==> src/common/wdt_map.vh <==
// Purpose: register map, field layout, reset values and timing constants
//          of the watchdog block
// Assumes: APB slave with 32-bit data, one register per aligned word
// Notes:   definitions only
`ifndef WDT_MAP_VH
`define WDT_MAP_VH

// ****************************************
// register offsets (byte addresses)
// ****************************************
`define WDT_ADDR_W          8
`define WDT_OFF_CONTROL     8'h00
`define WDT_OFF_STATUS      8'h04
`define WDT_OFF_COUNT       8'h08

// ****************************************
// control register fields
// ****************************************
`define WDT_CTL_SWEN_BIT    0
`define WDT_CTL_PS_LSB      1
`define WDT_CTL_PS_MSB      5
`define WDT_CTL_RST         6'h16
`define WDT_CTL_PS_RST      5'h0B

// ****************************************
// status register fields
// ****************************************
`define WDT_STA_EXPIRY_N    0
`define WDT_STA_SLEEP_N     1
`define WDT_STA_ACTIVE      2
`define WDT_STA_ASLEEP      3

// ****************************************
// watchdog modes and period codes
// ****************************************
`define WDT_MODE_OFF        2'h0
`define WDT_MODE_SW         2'h1
`define WDT_MODE_AWAKE      2'h2
`define WDT_MODE_ON         2'h3
`define WDT_PS_MAX          5'h12
`define WDT_CNT_W           24
`define WDT_BASE_LAST       24'h00001F

// ****************************************
// timing
// ****************************************
`define WDT_OSC_KHZ         31
`define WDT_BASE_MS         1

`endif

==> src/wdt_timer.v <==
// Purpose: watchdog timer with APB control, mode and sleep handling
// Assumes: 31 kHz oscillator arrives as a level input, sampled on MCLK
// Notes:   all outputs registered; CE low freezes every flip-flop
//          period and enable reach the counter at the next oscillator tick
//          unmapped offsets raise PSLVERR; status and count writes drop
//
// Summary of operation
// - time base only from 31 kHz oscillator
// - mode 11: always active, sleep included
// - mode 10: active awake, off in sleep
// - mode 01: software bit decides, sleep independent
// - software bit 1 runs, 0 stops
// - mode 00 off; bit ignored when top set
// - expiry while active and awake resets device
// - period code sets ratio 1:32 doubling
// - reserved codes act as 1:32
// - period code resets to 01011
// - many events clear the count
// - crystal wake holds clear until startup done
// - oscillator divider change leaves count alone
// - sleep entry clears, then resumes from zero
// - expiry in sleep wakes, updates flags
// - sleep entry clears power flag, sets expiry
// - control bits 7-6 zero, 5-1 period, 0 enable
`timescale 1ns/1ps
`include "wdt_map.vh"

module wdt_timer #(
    parameter CNT_W = `WDT_CNT_W
) (
    input  wire        MCLK,
    input  wire        RESETN,
    input  wire        CE,
    input  wire        PSEL,
    input  wire        PENABLE,
    input  wire        PWRITE,
    input  wire [7:0]  PADDR,
    input  wire [31:0] PWDATA,
    output wire [31:0] PRDATA,
    output wire        PREADY,
    output wire        PSLVERR,
    input  wire        LF_OSC_CLK,
    input  wire [1:0]  WATCHDOG_MODE_CFG,
    input  wire        WATCHDOG_CLEAR_OP,
    input  wire        SLEEP_ENTER,
    input  wire        SLEEP_WAKE,
    input  wire        OSC_FAIL,
    input  wire        STARTUP_TIMER_RUN,
    input  wire        CRYSTAL_CLOCK_MODE,
    output wire        WDT_RESET_REQ,
    output wire        WDT_WAKE_REQ,
    output wire        EXPIRY_FLAG_N,
    output wire        SLEEP_ENTERED_FLAG_N
);

    // ****************************************
    // functions
    // ****************************************
    // last count value of one period, in oscillator ticks
    function [CNT_W-1:0] period_last;
        input [4:0] ps;
        begin
            if (ps > `WDT_PS_MAX) begin
                period_last = `WDT_BASE_LAST;
            end else begin
                period_last = ((`WDT_BASE_LAST + 24'h000001) << ps)
                              - 24'h000001;
            end
        end
    endfunction

    // run decision for one mode; the enable bit only counts in mode 01
    function mode_active;
        input [1:0] mode;
        input       sleeping;
        input       swen;
        begin
            case (mode)
                `WDT_MODE_ON:    mode_active = 1'b1;
                `WDT_MODE_AWAKE: mode_active = ~sleeping;
                `WDT_MODE_SW:    mode_active = swen;
                default:         mode_active = 1'b0;
            endcase
        end
    endfunction

    // ****************************************
    // state
    // ****************************************
    reg             osc_s1_ff;
    reg             osc_s2_ff;
    reg             osc_s3_ff;
    reg [4:0]       period_select_ff;
    reg             sw_watchdog_enable_ff;
    reg             asleep_ff;
    reg             ost_hold_ff;
    reg             ost_run_d_ff;
    reg [CNT_W-1:0] count_ff;
    reg             reset_req_ff;
    reg             wake_req_ff;
    reg             expiry_n_ff;
    reg             sleep_n_ff;
    reg [31:0]      prdata_ff;
    reg             pready_ff;
    reg             pslverr_ff;
    reg [4:0]       ps_lf_ff;
    reg             swen_lf_ff;

    reg             active;
    reg             clear_cnt;
    wire            osc_tick;
    wire            expire;
    wire            apb_access;
    wire            apb_done;
    wire            hit_ctl;
    wire            hit_sta;
    wire            hit_cnt;
    wire            clr_state;
    wire            clr_event;
    wire            clr_osc;
    reg [31:0]      rd_value;

    // ****************************************
    // mode decode
    // ****************************************
    always @* begin
        active = mode_active(WATCHDOG_MODE_CFG, asleep_ff, swen_lf_ff);
    end

    // ****************************************
    // clearing conditions
    // ****************************************
    // the oscillator divider is not an input at all, so a divider change
    // cannot touch the count
    // divider independent
    assign clr_state = ~active;
    assign clr_event = WATCHDOG_CLEAR_OP | SLEEP_ENTER | SLEEP_WAKE;
    assign clr_osc   = OSC_FAIL | STARTUP_TIMER_RUN | ost_hold_ff;

    always @* begin
        clear_cnt = clr_state | clr_event | clr_osc;
    end

    // a crystal wake keeps the count at zero until the start-up timer
    // has run and stopped; the hold cannot end before it starts
    // hold until startup timer ends
    always @(posedge MCLK or negedge RESETN) begin
        if (!RESETN) begin
            ost_hold_ff  <= 1'b0;
            ost_run_d_ff <= 1'b0;
        end else if (CE) begin
            ost_run_d_ff <= STARTUP_TIMER_RUN;
            if (SLEEP_WAKE && CRYSTAL_CLOCK_MODE) begin
                ost_hold_ff <= 1'b1;
            end else if (ost_run_d_ff && !STARTUP_TIMER_RUN) begin
                ost_hold_ff <= 1'b0;
            end
        end
    end

    // ****************************************
    // oscillator tick
    // ****************************************
    // the pin must stay at least four MCLK in each half period
    // first stage feeds only the second; edge taken from stages 2 and 3
    // oscillator synchroniser
    always @(posedge MCLK or negedge RESETN) begin
        if (!RESETN) begin
            osc_s1_ff <= 1'b0;
            osc_s2_ff <= 1'b0;
            osc_s3_ff <= 1'b0;
        end else if (CE) begin
            osc_s1_ff <= LF_OSC_CLK;
            osc_s2_ff <= osc_s1_ff;
            osc_s3_ff <= osc_s2_ff;
        end
    end

    assign osc_tick = osc_s2_ff & ~osc_s3_ff;
    assign expire   = osc_tick & ~clear_cnt
                      & (count_ff == period_last(ps_lf_ff));

    // ****************************************
    // controls seen by the counter
    // ****************************************
    // new period and enable values land only on a tick, so a bus write
    // never splits the compare and the increment of one tick
    // controls into tick domain
    always @(posedge MCLK or negedge RESETN) begin
        if (!RESETN) begin
            ps_lf_ff   <= `WDT_CTL_PS_RST;
            swen_lf_ff <= 1'b0;
        end else if (CE) begin
            if (osc_tick) begin
                ps_lf_ff   <= period_select_ff;
                swen_lf_ff <= sw_watchdog_enable_ff;
            end
        end
    end

    // ****************************************
    // counter and expiry
    // ****************************************
    // restarts at expiry, and wraps only if a shorter period lands below the count;
    // the longest code needs 23 of the CNT_W bits
    // tick counter
    always @(posedge MCLK or negedge RESETN) begin
        if (!RESETN) begin
            count_ff <= {CNT_W{1'b0}};
        end else if (CE) begin
            if (clear_cnt || expire) begin
                count_ff <= {CNT_W{1'b0}};
            end else if (osc_tick) begin
                count_ff <= count_ff + {{(CNT_W-1){1'b0}}, 1'b1};
            end
        end
    end

    always @(posedge MCLK or negedge RESETN) begin
        if (!RESETN) begin
            reset_req_ff <= 1'b0;
            wake_req_ff  <= 1'b0;
        end else if (CE) begin
            reset_req_ff <= expire & ~asleep_ff;
            wake_req_ff  <= expire & asleep_ff;
        end
    end

    // ****************************************
    // sleep state and status flags
    // ****************************************
    // a wake and an entry in one cycle leave the device awake
    // a same-cycle clear instruction blocks expiry, so the clear wins and no event is kept
    always @(posedge MCLK or negedge RESETN) begin
        if (!RESETN) begin
            asleep_ff   <= 1'b0;
            expiry_n_ff <= 1'b1;
            sleep_n_ff  <= 1'b1;
        end else if (CE) begin
            if (SLEEP_WAKE) begin
                asleep_ff <= 1'b0;
            end else if (SLEEP_ENTER) begin
                asleep_ff <= 1'b1;
            end
            if (expire) begin
                expiry_n_ff <= 1'b0;
            end else if (SLEEP_ENTER) begin
                expiry_n_ff <= 1'b1;
                sleep_n_ff  <= 1'b0;
            end else if (WATCHDOG_CLEAR_OP) begin
                expiry_n_ff <= 1'b1;
                sleep_n_ff  <= 1'b1;
            end
        end
    end

    // ****************************************
    // APB slave
    // ****************************************
    // one wait state: read data captured in the first access cycle, write data in the second
    // writes to status and count are taken and dropped; only an
    // unmapped offset raises PSLVERR
    assign apb_access = PSEL & PENABLE & ~pready_ff;
    assign apb_done   = PSEL & PENABLE & pready_ff;
    assign hit_ctl    = (PADDR == `WDT_OFF_CONTROL);
    assign hit_sta    = (PADDR == `WDT_OFF_STATUS);
    assign hit_cnt    = (PADDR == `WDT_OFF_COUNT);

    // control, status and count read layout, upper bits zero
    always @* begin
        rd_value = 32'h00000000;
        if (hit_ctl) begin
            rd_value = {26'h0000000, period_select_ff,
                        sw_watchdog_enable_ff};
        end else if (hit_sta) begin
            rd_value = {28'h0000000, asleep_ff, active,
                        sleep_n_ff, expiry_n_ff};
        end else if (hit_cnt) begin
            rd_value = {{(32-CNT_W){1'b0}}, count_ff};
        end
    end

    always @(posedge MCLK or negedge RESETN) begin
        if (!RESETN) begin
            pready_ff  <= 1'b0;
            pslverr_ff <= 1'b0;
            prdata_ff  <= 32'h00000000;
        end else if (CE) begin
            pready_ff <= apb_access;
            if (apb_access) begin
                pslverr_ff <= ~(hit_ctl | hit_sta | hit_cnt);
                prdata_ff  <= PWRITE ? 32'h00000000 : rd_value;
            end else begin
                pslverr_ff <= 1'b0;
            end
        end
    end

    always @(posedge MCLK or negedge RESETN) begin
        if (!RESETN) begin
            period_select_ff      <= `WDT_CTL_PS_RST;
            sw_watchdog_enable_ff <= 1'b0;
        end else if (CE) begin
            if (apb_done && PWRITE && hit_ctl) begin
                period_select_ff <=
                    PWDATA[`WDT_CTL_PS_MSB:`WDT_CTL_PS_LSB];
                sw_watchdog_enable_ff <= PWDATA[`WDT_CTL_SWEN_BIT];
            end
        end
    end

    // ****************************************
    // outputs
    // ****************************************
    assign PRDATA               = prdata_ff;
    assign PREADY               = pready_ff;
    assign PSLVERR              = pslverr_ff;
    assign WDT_RESET_REQ        = reset_req_ff;
    assign WDT_WAKE_REQ         = wake_req_ff;
    assign EXPIRY_FLAG_N        = expiry_n_ff;
    assign SLEEP_ENTERED_FLAG_N = sleep_n_ff;

endmodule

==> config.mk <==
export PLATFORM = sky130hd
export DESIGN_NAME = wdt_timer
export DESIGN_NICKNAME = d
export VERILOG_FILES = /design/src/wdt_timer.v
export VERILOG_INCLUDE_DIRS = /design/src /design/src/common
export SDC_FILE = /design/constraint.sdc
export NUM_CORES = 1
export LEC_CHECK = 0
export BUFFER_PORTS_ARGS = -buffer_cell sky130_fd_sc_hd__buf_2
export CAP_MARGIN = 20
export CELL_PAD_IN_SITES_DETAIL_PLACEMENT = 2
export CELL_PAD_IN_SITES_GLOBAL_PLACEMENT = 2
export CORE_ASPECT_RATIO = 1.5
export CORE_UTILIZATION = 31
export CTS_BUF_LIST = sky130_fd_sc_hd__clkbuf_8
export DETAILED_ROUTE_END_ITERATION = 7
export HOLD_SLACK_MARGIN = 0.12
export PLACE_DENSITY = 0.78
export SLEW_MARGIN = 15
export SYNTH_ARGS = -nofsm -noshare
export SYNTH_HDL_FRONTEND = slang
export SYNTH_SLANG_ARGS = --single-unit
==> constraint.sdc <==
create_clock -name MCLK -period 3.5 [get_ports MCLK]
set_input_delay 0.35 -clock MCLK [delete_from_list [all_inputs] [get_ports MCLK]]
set_output_delay 0.35 -clock MCLK [all_outputs]
set_load 0.05 [all_outputs]
==> summary.txt, run 1 <==
# setup viols final -> 0
VDD IR max -> 254 uV
Tightest Pin Transition -> 994 ps
Layout Nets -> 561
Share of cells above drive strength 1 -> 0.273
Seq pwr share -> 0.493
Skew-Pair Late Insertion Delay -> 370 ps
Synth Instances -> 453
Outcome -> complete, no violations
Initial Util -> 0.318
EDFF count, synth -> 0
Global routing's busiest layer -> met2
Pin count of the biggest net entering global routing -> 73
Most instantiated cells after synthesis -> dfrtp_1, nand2_1, a21oi_1
Fin Clk Skew -> 10.1 ps
Post-synth top area cell -> dfrtp_1
Main synth FF type -> dfrtp_1
Die area -> 0.0143 sq mm
Fin Setup TNS -> 0 ps
Crit Reg-Reg Startpoint -> ps_lf_ff[2]
Initial detailed-routing violation count -> 146
Pwr dens -> 351 mW/mm^2
Seq/Total Area, Yosys -> 0.424
Grt met1 use -> 0.211
Worst reg2reg path depth -> 12
Flops & latches, synth -> 72
Chip Height -> 146 microns
Most frequent cell after synthesis -> dfrtp_1
Core Rows -> 52
Via count -> 3746
Layout area overhead -> 15.5%
Final WL -> 14.0 mm
Crit path arrival time -> 3420 ps
DR pass1 iterations -> 4
CTS max path bufs -> 2
HPWL after DPL -> 10.4 mm
Data required time of the worst path -> 3710 ps
Clock share of power -> 0.420
Initial antenna violation count -> 0
Synth warnings -> 0
Final instance area -> 0.00494 sq mm
Routed Antenna Nets -> 0
Top post-synthesis cells by area -> dfrtp_1, dfstp_2, mux2_2
Vias per Instance -> 5.58
CTS tree -> yes
Gr ovfl total -> 0
Worst Setup Start Kind -> flip-flop
Crit path time final -> 3210 ps
Count of pins over their slew limit -> 0
Tot GR Track Use -> 0.205
IO Pins -> 93
PortBufs -> 58
Inserted Clock Buffers -> 9
Hold crit path type -> in2async
Met2 usage -> 0.380
Yosys cell types -> 66
Final Hold Viols -> 0
Placed inst area -> 0.00468 sq mm
R2r setup slk -> 290 ps
Crit Path Class -> reg2reg
Vias in the first global route -> 4124
WL per Instance -> 20.8 microns
Met3 Use GR -> 0.0370
Psw -> 0.000503 W
Final Cycle Share -> 0.916
Core ar. -> 0.0135 sq mm
Synth Area per Inst -> 9.44 sq um
Async SR Flop Fraction -> 1.00
Top cell type's share of synthesized area -> 0.374
Int Pwr -> 0.00123 W
Max_slew headroom -> 0.336
RR Endpoint -> count_ff[16]
Switching part of the total -> 0.290
# DRC -> 0
Num Clock Sinks -> 72
Root buffer cell -> clkbuf_8
Critical Path Fanout Max -> 14
Gate power share -> 0.087
Gpl congestion -> 0.879
Htree depth -> 3
Synth Cell Area -> 0.00428 sq mm
F_max -> 0.312 GHz
Endpoint class of the critical path -> flip-flop
RSZ-0062 raised after global routing -> false
Leakage -> 2.16 nW
Die width -> 97.9 microns
Global-route wire length before repair -> 22.6 mm
Post-CTS Hold Buffers -> 0
Clock-pin slew on the worst setup and hold paths -> 90 ps
Max_cap viols -> 0
N_diodes -> 0
-- power groups by stage --
stage	clock network, W	logic, W	registers (W)
global placement	0	0.000147	0.000871
floorplan	0	0.0000846	0.000882
CTS	0.000748	0.000154	0.000856
global route	0.000776	0.000165	0.000859
detailed placement	0	0.000152	0.000873
finish	0.000728	0.000152	0.000856
-- worst max-delay path, stage by stage (launching register included) --
cell,delay [ps]
dfrtp_1,440
nor3_2,230
nand2_1,130
ha_2,280
or4b_1,490
a211oi_1,260
nor3_1,100
xnor2_1,160
nor3_1,200
and4_1,250
or2_4,300
buf_12,150
a21oi_2,50
-- routing by layer --
layer  wire [microns]  part of all wire
met2             7810              0.56
met4              524             0.038
met1             5210              0.37
met3              406             0.029
met5                0                 0
-- cells in the final DEF (no fill, tap or decap), types with 10 or more instances in the layout --
cell type | synthesis | final
buf_2 | 9 | 57
xnor2_1 | 20 | 20
xor2_1 | 11 | 11
mux2_2 | 16 | 16
a21oi_1 | 26 | 26
nand2b_1 | 12 | 12
nor3_1 | 15 | 14
a21oi_2 | 10 | 10
dfrtp_1 | 64 | 64
nand3_1 | 14 | 14
o21ai_0 | 18 | 18
inv_1 | 20 | 20
buf_4 | 8 | 18
a22o_1 | 18 | 18
nand2_1 | 31 | 31
nor2_1 | 23 | 23
-- worst max path at each step --
stage / endpoint / slack, ps / cells past startpoint / startpoint
floorplan: count_ff[13] / 40 / 16 / ps_lf_ff[0]
global placement: count_ff[18] / 280 / 11 / ps_lf_ff[2]
detailed placement: count_ff[18] / 70 / 11 / ps_lf_ff[2]
CTS: count_ff[18] / 40 / 11 / ps_lf_ff[2]
global route: count_ff[21] / 50 / 12 / ps_lf_ff[2]
finish: count_ff[16] / 290 / 12 / ps_lf_ff[2]
-- registers in the layout (all words and copies together), names as in the netlist --
name and cells:
ps_lf_ff 5, WDT_WAKE_REQ 1, PREADY 1, PSLVERR 1, SLEEP_ENTERED_FLAG_N 1, osc_s2_ff 1
ost_run_d_ff 1, EXPIRY_FLAG_N 1, asleep_ff 1, WDT_RESET_REQ 1, ost_hold_ff 1, osc_s3_ff 1
PRDATA 24, mode_active.swen 1, sw_watchdog_enable_ff 1, period_select_ff 5, osc_s1_ff 1, count_ff 24
-- stage by stage --
stage | hold slack [ps] | worst slack [ps] | std cells | util | total power [W]
6_report | 115 | 293 | 671 | 0.367 | 0.00174
5_1_grt | 146 | 54.1 | 671 | 0.367 | 0.00180
4_1_cts | 137 | 44.7 | 668 | 0.363 | 0.00176
3_5_place_dp | 465 | 66.9 | 652 | 0.347 | 0.00103
3_3_place_gp | 461 | 281 | 652 | 0.347 | 0.00102
2_1_floorplan | 54.4 | 41.3 | 460 | - | 0.000967
-- area by class of cell --
class                      instances  area [sq um]
clock buffer                       9           124
clock inverter                     7          86.3
fill                            1474          8530
inverter                          20          75.1
multi-input combinational        324          2180
sequential                        72          1810
tap                              162           203
timing repair buffer              77           460
-- logic make-up after synthesis --
kind of cell / Yosys count / share of synthesized area
other: 1 / 0.000877
multiplexers: 18 / 0.0468
flip-flops: 72 / 0.424
AO/OA/AOI/OAI: 120 / 0.201
buffers and inverters: 64 / 0.0758
XOR/XNOR: 31 / 0.0635
AND/OR/NAND/NOR: 145 / 0.183
adder cells (fa/ha/maj): 2 / 0.00585
-- what timing repair did --
action,CTS,global route
endpoints found under the setup margin,0,22
resized for setup,0,2
setup buffers,0,3
endpoints found under the hold margin,0,0
Power figures use the tool's default switching activity.
==> run 2, diff against run 1 <==
--- a/config.mk
+++ b/config.mk
@@ -6,14 +6,14 @@
 export SDC_FILE = /design/constraint.sdc
 export NUM_CORES = 1
 export LEC_CHECK = 0
-export BUFFER_PORTS_ARGS = -buffer_cell sky130_fd_sc_hd__buf_2
 export CAP_MARGIN = 20
 export CELL_PAD_IN_SITES_DETAIL_PLACEMENT = 2
 export CELL_PAD_IN_SITES_GLOBAL_PLACEMENT = 2
 export CORE_ASPECT_RATIO = 1.5
-export CORE_UTILIZATION = 31
+export CORE_UTILIZATION = 36
 export CTS_BUF_LIST = sky130_fd_sc_hd__clkbuf_8
 export DETAILED_ROUTE_END_ITERATION = 7
+export DONT_BUFFER_PORTS = 1
 export HOLD_SLACK_MARGIN = 0.12
 export PLACE_DENSITY = 0.78
 export SLEW_MARGIN = 15
==> summary.txt, run 2 (synthesized netlist as in run 1, its figures left out) <==
Outcome -> complete, no violations (unchanged)
VDD IR max -> 336 uV (was 254 uV)
RSZ-0062 raised after global routing -> false (unchanged)
Clock share of power -> 0.435 (was 0.420)
Global-route wire length before repair -> 21.3 mm (was 22.6 mm)
# DRC -> 0 (unchanged)
Final WL -> 13.2 mm (was 14.0 mm)
Via count -> 3473 (was 3746)
Layout area overhead -> 10.2% (was 15.5%)
RR Endpoint -> count_ff[13] (was count_ff[16])
Most common cell after layout, fill and taps aside -> dfrtp_1 (unchanged)
Crit path arrival time -> 3540 ps (was 3420 ps)
Core Rows -> 48 (was 52)
Initial Util -> 0.371 (was 0.318)
Max incr delay on CP -> 420 ps (was 490 ps)
Gate power share -> 0.070 (was 0.087)
Endpoint class of the critical path -> flip-flop (unchanged)
N_diodes -> 0 (unchanged)
Inserted Clock Buffers -> 9 (unchanged)
Hold path endpoint -> period_select_ff[2]
# setup viols final -> 0 (unchanged)
Count of pins over their slew limit -> 0 (unchanged)
Final Power -> 0.00176 W (was 0.00174 W)
Int Pwr -> 0.00132 W (was 0.00123 W)
Hold path start -> PWDATA[3]
Htree depth -> 3 (unchanged)
CTS max path bufs -> 2 (unchanged)
Vias per Instance -> 5.74 (was 5.58)
Switching part of the total -> 0.249 (was 0.290)
Pin count of the biggest net entering global routing -> 73 (unchanged)
Register area -> 0.00181 sq mm (unchanged)
Multi-input gate area -> 0.00219 sq mm (was 0.00218 sq mm)
IO Pins -> 93 (unchanged)
Root buffer cell -> clkbuf_8 (unchanged)
Hold crit path type -> in2reg (was in2async)
Critical Path, Cell by Cell -> nor3_1 > nand2_1 > ha_4 > buf_4 > nand2b_1 > o32ai_1 > o31a_1 > o21ai_1 > and4bb_1 > and4_1 > or2_4 > buf_12 > a21oi_2 (was nor3_2 > nand2_1 > ha_2 > or4b_1 > a211oi_1 > nor3_1 > xnor2_1 > nor3_1 > and4_1 > or2_4 > buf_12 > a21oi_2)
Tot GR Track Use -> 0.223 (was 0.205)
Die width -> 91.0 microns (was 97.9 microns)
Initial detailed-routing violation count -> 184 (was 146)
Crit Reg-Reg Startpoint -> ps_lf_ff[0] (was ps_lf_ff[2])
Initial antenna violation count -> 0 (unchanged)
FILL cells -> 1271 (was 1474)
Worst reg2reg path depth -> 13 (was 12)
Final Hold Viols -> 0 (unchanged)
Vias in the first global route -> 3935 (was 4124)
Routed Antenna Nets -> 0 (unchanged)
Die area -> 0.0123 sq mm (was 0.0143 sq mm)
WHS Path Cells -> 1
Crit Path Class -> reg2reg (unchanged)
Fin Setup TNS -> 0 ps (unchanged)
Core ar. -> 0.0115 sq mm (was 0.0135 sq mm)
Pwr dens -> 373 mW/mm^2 (was 351 mW/mm^2)
Fin Clk Skew -> 13.1 ps (was 10.1 ps)
Gpl congestion -> 0.815 (was 0.879)
Seq pwr share -> 0.494 (was 0.493)
DR pass1 iterations -> 4 (unchanged)
Psw -> 0.000438 W (was 0.000503 W)
Share of cells above drive strength 1 -> 0.174 (was 0.273)
Max_slew headroom -> 0.428 (was 0.336)
Leakage -> 1.92 nW (was 2.16 nW)
WL per Instance -> 21.9 microns (was 20.8 microns)
Most frequent cells in the layout -> dfrtp_1, nand2_1, a21oi_1, nor2_1 (was dfrtp_1, buf_2, nand2_1, a21oi_1, nor2_1)
Final Cycle Share -> 0.934 (was 0.916)
Tightest Pin Transition -> 855 ps (was 994 ps)
Max_cap viols -> 0 (unchanged)
F_max -> 0.306 GHz (was 0.312 GHz)
Crit path time final -> 3270 ps (was 3210 ps)
PortBufs -> 0 (was 58)
Worst Setup Start Kind -> flip-flop (unchanged)
Skew-Pair Late Insertion Delay -> 350 ps (was 370 ps)
Data required time of the worst path -> 3770 ps (was 3710 ps)
Chip Height -> 136 microns (was 146 microns)
CTS tree -> yes (unchanged)
HPWL after DPL -> 9.31 mm (was 10.4 mm)
Num Clock Sinks -> 72 (unchanged)
Critical Path Fanout Max -> 14 (unchanged)
Clock-pin slew on the worst setup and hold paths -> 80 ps (was 90 ps)
Layout Nets -> 508 (was 561)
R2r setup slk -> 230 ps (was 290 ps)
CP max-delay cell -> dfstp_2 (was or4b_1)
Gr ovfl total -> 0 (unchanged)
==> run 2: cell count changes in the layout (fill, tap and decap cells not counted), moves of 2 or more <==
cell	delta
clkbuf_8	+2
dlygate4sd3_1	+5
buf_2	-57
inv_8	-2
==> run 2: what timing repair did <==
item | CTS | global route
hold buffers | 6 | 0
hold endpoints to repair | 79 | 0
resized for setup | 0 | 2
buffers inserted | 0 | 3
setup endpoints to repair | 0 | 19
==> run 2: area by class of cell <==
class,instances,share of cell area
clock buffers,11,0.0321
inverters,20,0.0159
multi-input cells,324,0.464
flip-flops and latches,72,0.384
repair buffers,24,0.0478
well taps,150,0.0398
clock inverters,4,0.0162
==> run 2: worst max-delay path by stage <==
stage / from / to / slack [ps]
CTS: ps_lf_ff[0] / count_ff[18] / 110
floorplan: ps_lf_ff[0] / count_ff[13] / 40
finish: ps_lf_ff[0] / count_ff[13] / 230
detailed placement: ps_lf_ff[0] / count_ff[18] / 170
global route: ps_lf_ff[0] / count_ff[16] / 30
global placement: ps_lf_ff[0] / count_ff[18] / 290
==> run 2: stage by stage <==
step,util,instances,area [sq um],hold slack [ps],setup slack (ps)
2_1_floorplan,-,460,4300,54.4,41.3
5_1_grt,0.409,605,4710,130,25.0
3_5_place_dp,0.378,581,4360,56.5,165
3_3_place_gp,0.378,581,4360,56.7,286
6_report,0.409,605,4710,150,230
4_1_cts,0.405,602,4670,138,108
==> run 2: power by group through the flow <==
stage	clock (W)	sequential (W)	combinational, W
after floorplan	0	0.000882	0.0000846
after global placement	0	0.000885	0.0000914
after detailed placement	0	0.000887	0.0000957
after CTS	0.000782	0.000870	0.000124
after global routing	0.000816	0.000872	0.000134
final	0.000767	0.000870	0.000124
==> run 2: worst max-delay path, delay by kind of cell (launching register included) <==
family          cells  cell delay (ps)
compound gates      4              720
fa+ha+maj           1              230
buf+inv             2              330
flops               1              420
simple gates        6             1500
==> run 2: layer usage <==
layer,global-route usage,up-vias,wire length (microns)
li1,-,1604,-
met1,0.244,1784,5220
met2,0.424,65,7260
met3,0.0438,20,459
met4,0.0785,0,302
met5,0,-,0
==> run 3, diff against run 2 <==
--- a/config.mk
+++ b/config.mk
@@ -16,6 +16,7 @@
 export DONT_BUFFER_PORTS = 1
 export HOLD_SLACK_MARGIN = 0.12
 export PLACE_DENSITY = 0.78
+export SETUP_SLACK_MARGIN = 0.4
 export SLEW_MARGIN = 15
 export SYNTH_ARGS = -nofsm -noshare
 export SYNTH_HDL_FRONTEND = slang
==> summary.txt, run 3 (synthesized netlist as in run 1, its figures left out) <==
RSZ-0062 raised after global routing -> false (unchanged)
Initial detailed-routing violation count -> 156 (was 184)
Leakage -> 1.95 nW (was 1.92 nW)
Initial Util -> 0.371 (unchanged)
Layout area overhead -> 12.3% (was 10.2%)
VDD IR max -> 311 uV (was 336 uV)
Chip Height -> 136 microns (unchanged)
Worst Setup Start Kind -> flip-flop (unchanged)
Max_slew headroom -> 0.340 (was 0.428)
CP Buf/Inv Count -> 1 (was 2)
Top delay family on crit path -> simple AND/OR/NAND/NOR gates (unchanged)
Non-Filler Instances -> 610 (was 605)
Crit path time final -> 3020 ps (was 3270 ps)
Pin count of the biggest net entering global routing -> 73 (unchanged)
Data required time of the worst path -> 3690 ps (was 3770 ps)
Hold crit path type -> in2reg (unchanged)
PortBufs -> 0 (unchanged)
Skew-Pair Late Insertion Delay -> 360 ps (was 350 ps)
Placed cells -> 579 (was 581)
N_diodes -> 0 (unchanged)
Htree depth -> 3 (unchanged)
Pwr dens -> 344 mW/mm^2 (was 373 mW/mm^2)
Fin Setup TNS -> 0 ps (unchanged)
Final Cycle Share -> 0.862 (was 0.934)
Root buffer cell -> clkbuf_8 (unchanged)
Max incr delay on CP -> 620 ps (was 420 ps)
WL per Instance -> 24.1 microns (was 21.9 microns)
Worst hold slack -> 136 ps (was 150 ps)
Critical Path Fanout Max -> 8 (was 14)
Crit path arrival time -> 3210 ps (was 3540 ps)
Vias per Instance -> 5.96 (was 5.74)
CP max-delay cell -> dfstp_2 (unchanged)
Gpl congestion -> 0.858 (was 0.815)
DR pass1 iterations -> 4 (unchanged)
Fin Clk Skew -> 13.5 ps (was 13.1 ps)
Tightest Pin Transition -> 988 ps (was 855 ps)
Endpoint class of the critical path -> flip-flop (unchanged)
IO Pins -> 93 (unchanged)
Critical Path, Cell by Cell -> nor3_4 > nand2_2 > ha_4 > buf_6 > a211oi_1 > or4_4 > a2111oi_2 > and4bb_1 > and4_4 > or2_4 > a21oi_1 (was nor3_1 > nand2_1 > ha_4 > buf_4 > nand2b_1 > o32ai_1 > o31a_1 > o21ai_1 > and4bb_1 > and4_1 > or2_4 > buf_12 > a21oi_2)
Final WL -> 14.7 mm (was 13.2 mm)
Core Util, Final -> 0.417 (was 0.409)
Core Rows -> 48 (unchanged)
Crit Path Class -> reg2reg (unchanged)
Outcome -> complete, no violations (unchanged)
Placed inst area -> 0.00438 sq mm (was 0.00436 sq mm)
Vias in the first global route -> 4112 (was 3935)
Core ar. -> 0.0115 sq mm (unchanged)
Gr ovfl total -> 0 (unchanged)
# DRC -> 0 (unchanged)
Most frequent cells in the layout -> dfrtp_1, nand2_1, a21oi_1, nor2_1 (unchanged)
HPWL after DPL -> 9.76 mm (was 9.31 mm)
Most common cell after layout, fill and taps aside -> dfrtp_1 (unchanged)
Final instance area -> 0.00481 sq mm (was 0.00471 sq mm)
Count of pins over their slew limit -> 0 (unchanged)
Inserted Clock Buffers -> 9 (unchanged)
Via count -> 3637 (was 3473)
Final Hold Viols -> 0 (unchanged)
F_max -> 0.331 GHz (was 0.306 GHz)
Max_cap viols -> 0 (unchanged)
Global-route wire length before repair -> 22.2 mm (was 21.3 mm)
Tot GR Track Use -> 0.236 (was 0.223)
Die area -> 0.0123 sq mm (unchanged)
Initial antenna violation count -> 0 (unchanged)
Share of cells above drive strength 1 -> 0.217 (was 0.174)
CTS tree -> yes (unchanged)
FILL cells -> 1258 (was 1271)
Clock-pin slew on the worst setup and hold paths -> 80 ps (about the same)
Die width -> 91.0 microns (unchanged)
CTS max path bufs -> 2 (unchanged)
Layout Nets -> 513 (was 508)
Num Clock Sinks -> 72 (unchanged)
Routed Antenna Nets -> 0 (unchanged)
# setup viols final -> 0 (unchanged)
==> run 3: cell count changes in the layout (fill, tap and decap cells not counted), sizes merged <==
cell	previous run	this run
buf	19	22
clkbuf	11	9
or2	5	7
inv	21	20
bufinv	2	1
clkinv	0	4
==> run 3: path summary, 6_finish.rpt <==
| path | cells after the start | to | start | slack (ps) |
|---|---|---|---|---|
| worst max-delay path | 11 | count_ff[11] | ps_lf_ff[3] | 480 |
| worst min-delay path | 2 | ost_hold_ff | SLEEP_WAKE | 140 |
| worst max register to register | 11 | count_ff[11] | ps_lf_ff[3] | 480 |
| worst min register to register | 1 | osc_s1_ff | osc_s1_ff | 510 |
| max in group asynchronous | 2 | ps_lf_ff[3] | RESETN | 2640 |
| min in group asynchronous | 2 | PSLVERR | RESETN | 530 |
==> run 3: layer usage <==
metal	part of all wire	global-route usage
met5	0	0
met4	0.059	0.124
met3	0.038	0.0522
met2	0.55	0.460
met1	0.35	0.229
==> run 3: worst reg2reg max path: cells and delay by family (launching register included) <==
family	cells	cell delay (ps)
simple gates	6	1410
compound gates	3	480
buf+inv	1	140
fa+ha+maj	1	210
flops	1	620
==> run 3: layout make-up <==
cell class | count | area [sq um] | area share
clock buffer | 9 | 124 | 0.0258
clock inverter | 6 | 61.3 | 0.0128
inverter | 20 | 75.1 | 0.0156
multi-input combinational | 326 | 2290 | 0.476
sequential | 72 | 1810 | 0.377
tap | 150 | 188 | 0.0391
timing repair buffer | 27 | 259 | 0.0539
==> run 3: stage by stage <==
step                total power (W)  worst slack (ps)
floorplan                  0.000968               339
global placement           0.000975               311
detailed placement         0.000981               198
CTS                         0.00165               402
global route                0.00170               389
finish                      0.00165               481
==> run 3: power by group <==
| part | internal, W | switching [W] | total, W |
|---|---|---|---|
| clock network | 0.000323 | 0.000331 | 0.000653 |
| registers | 0.000847 | 0.0000235 | 0.000870 |
| logic | 0.0000378 | 0.0000899 | 0.000128 |
| total | 0.00121 | 0.000444 | 0.00165 |
==> run 3: repair_timing <==
| action | 4_1_cts | 5_1_grt |
|---|---|---|
| pin swaps | 3 | 5 |
| resized for setup | 8 | 14 |
| endpoints found under the setup margin | 22 | 22 |
| hold endpoints to repair | 79 | 0 |
| gates cloned | 1 | 1 |
| buffers inserted | 5 | 3 |
| hold buffers | 6 | 0 |
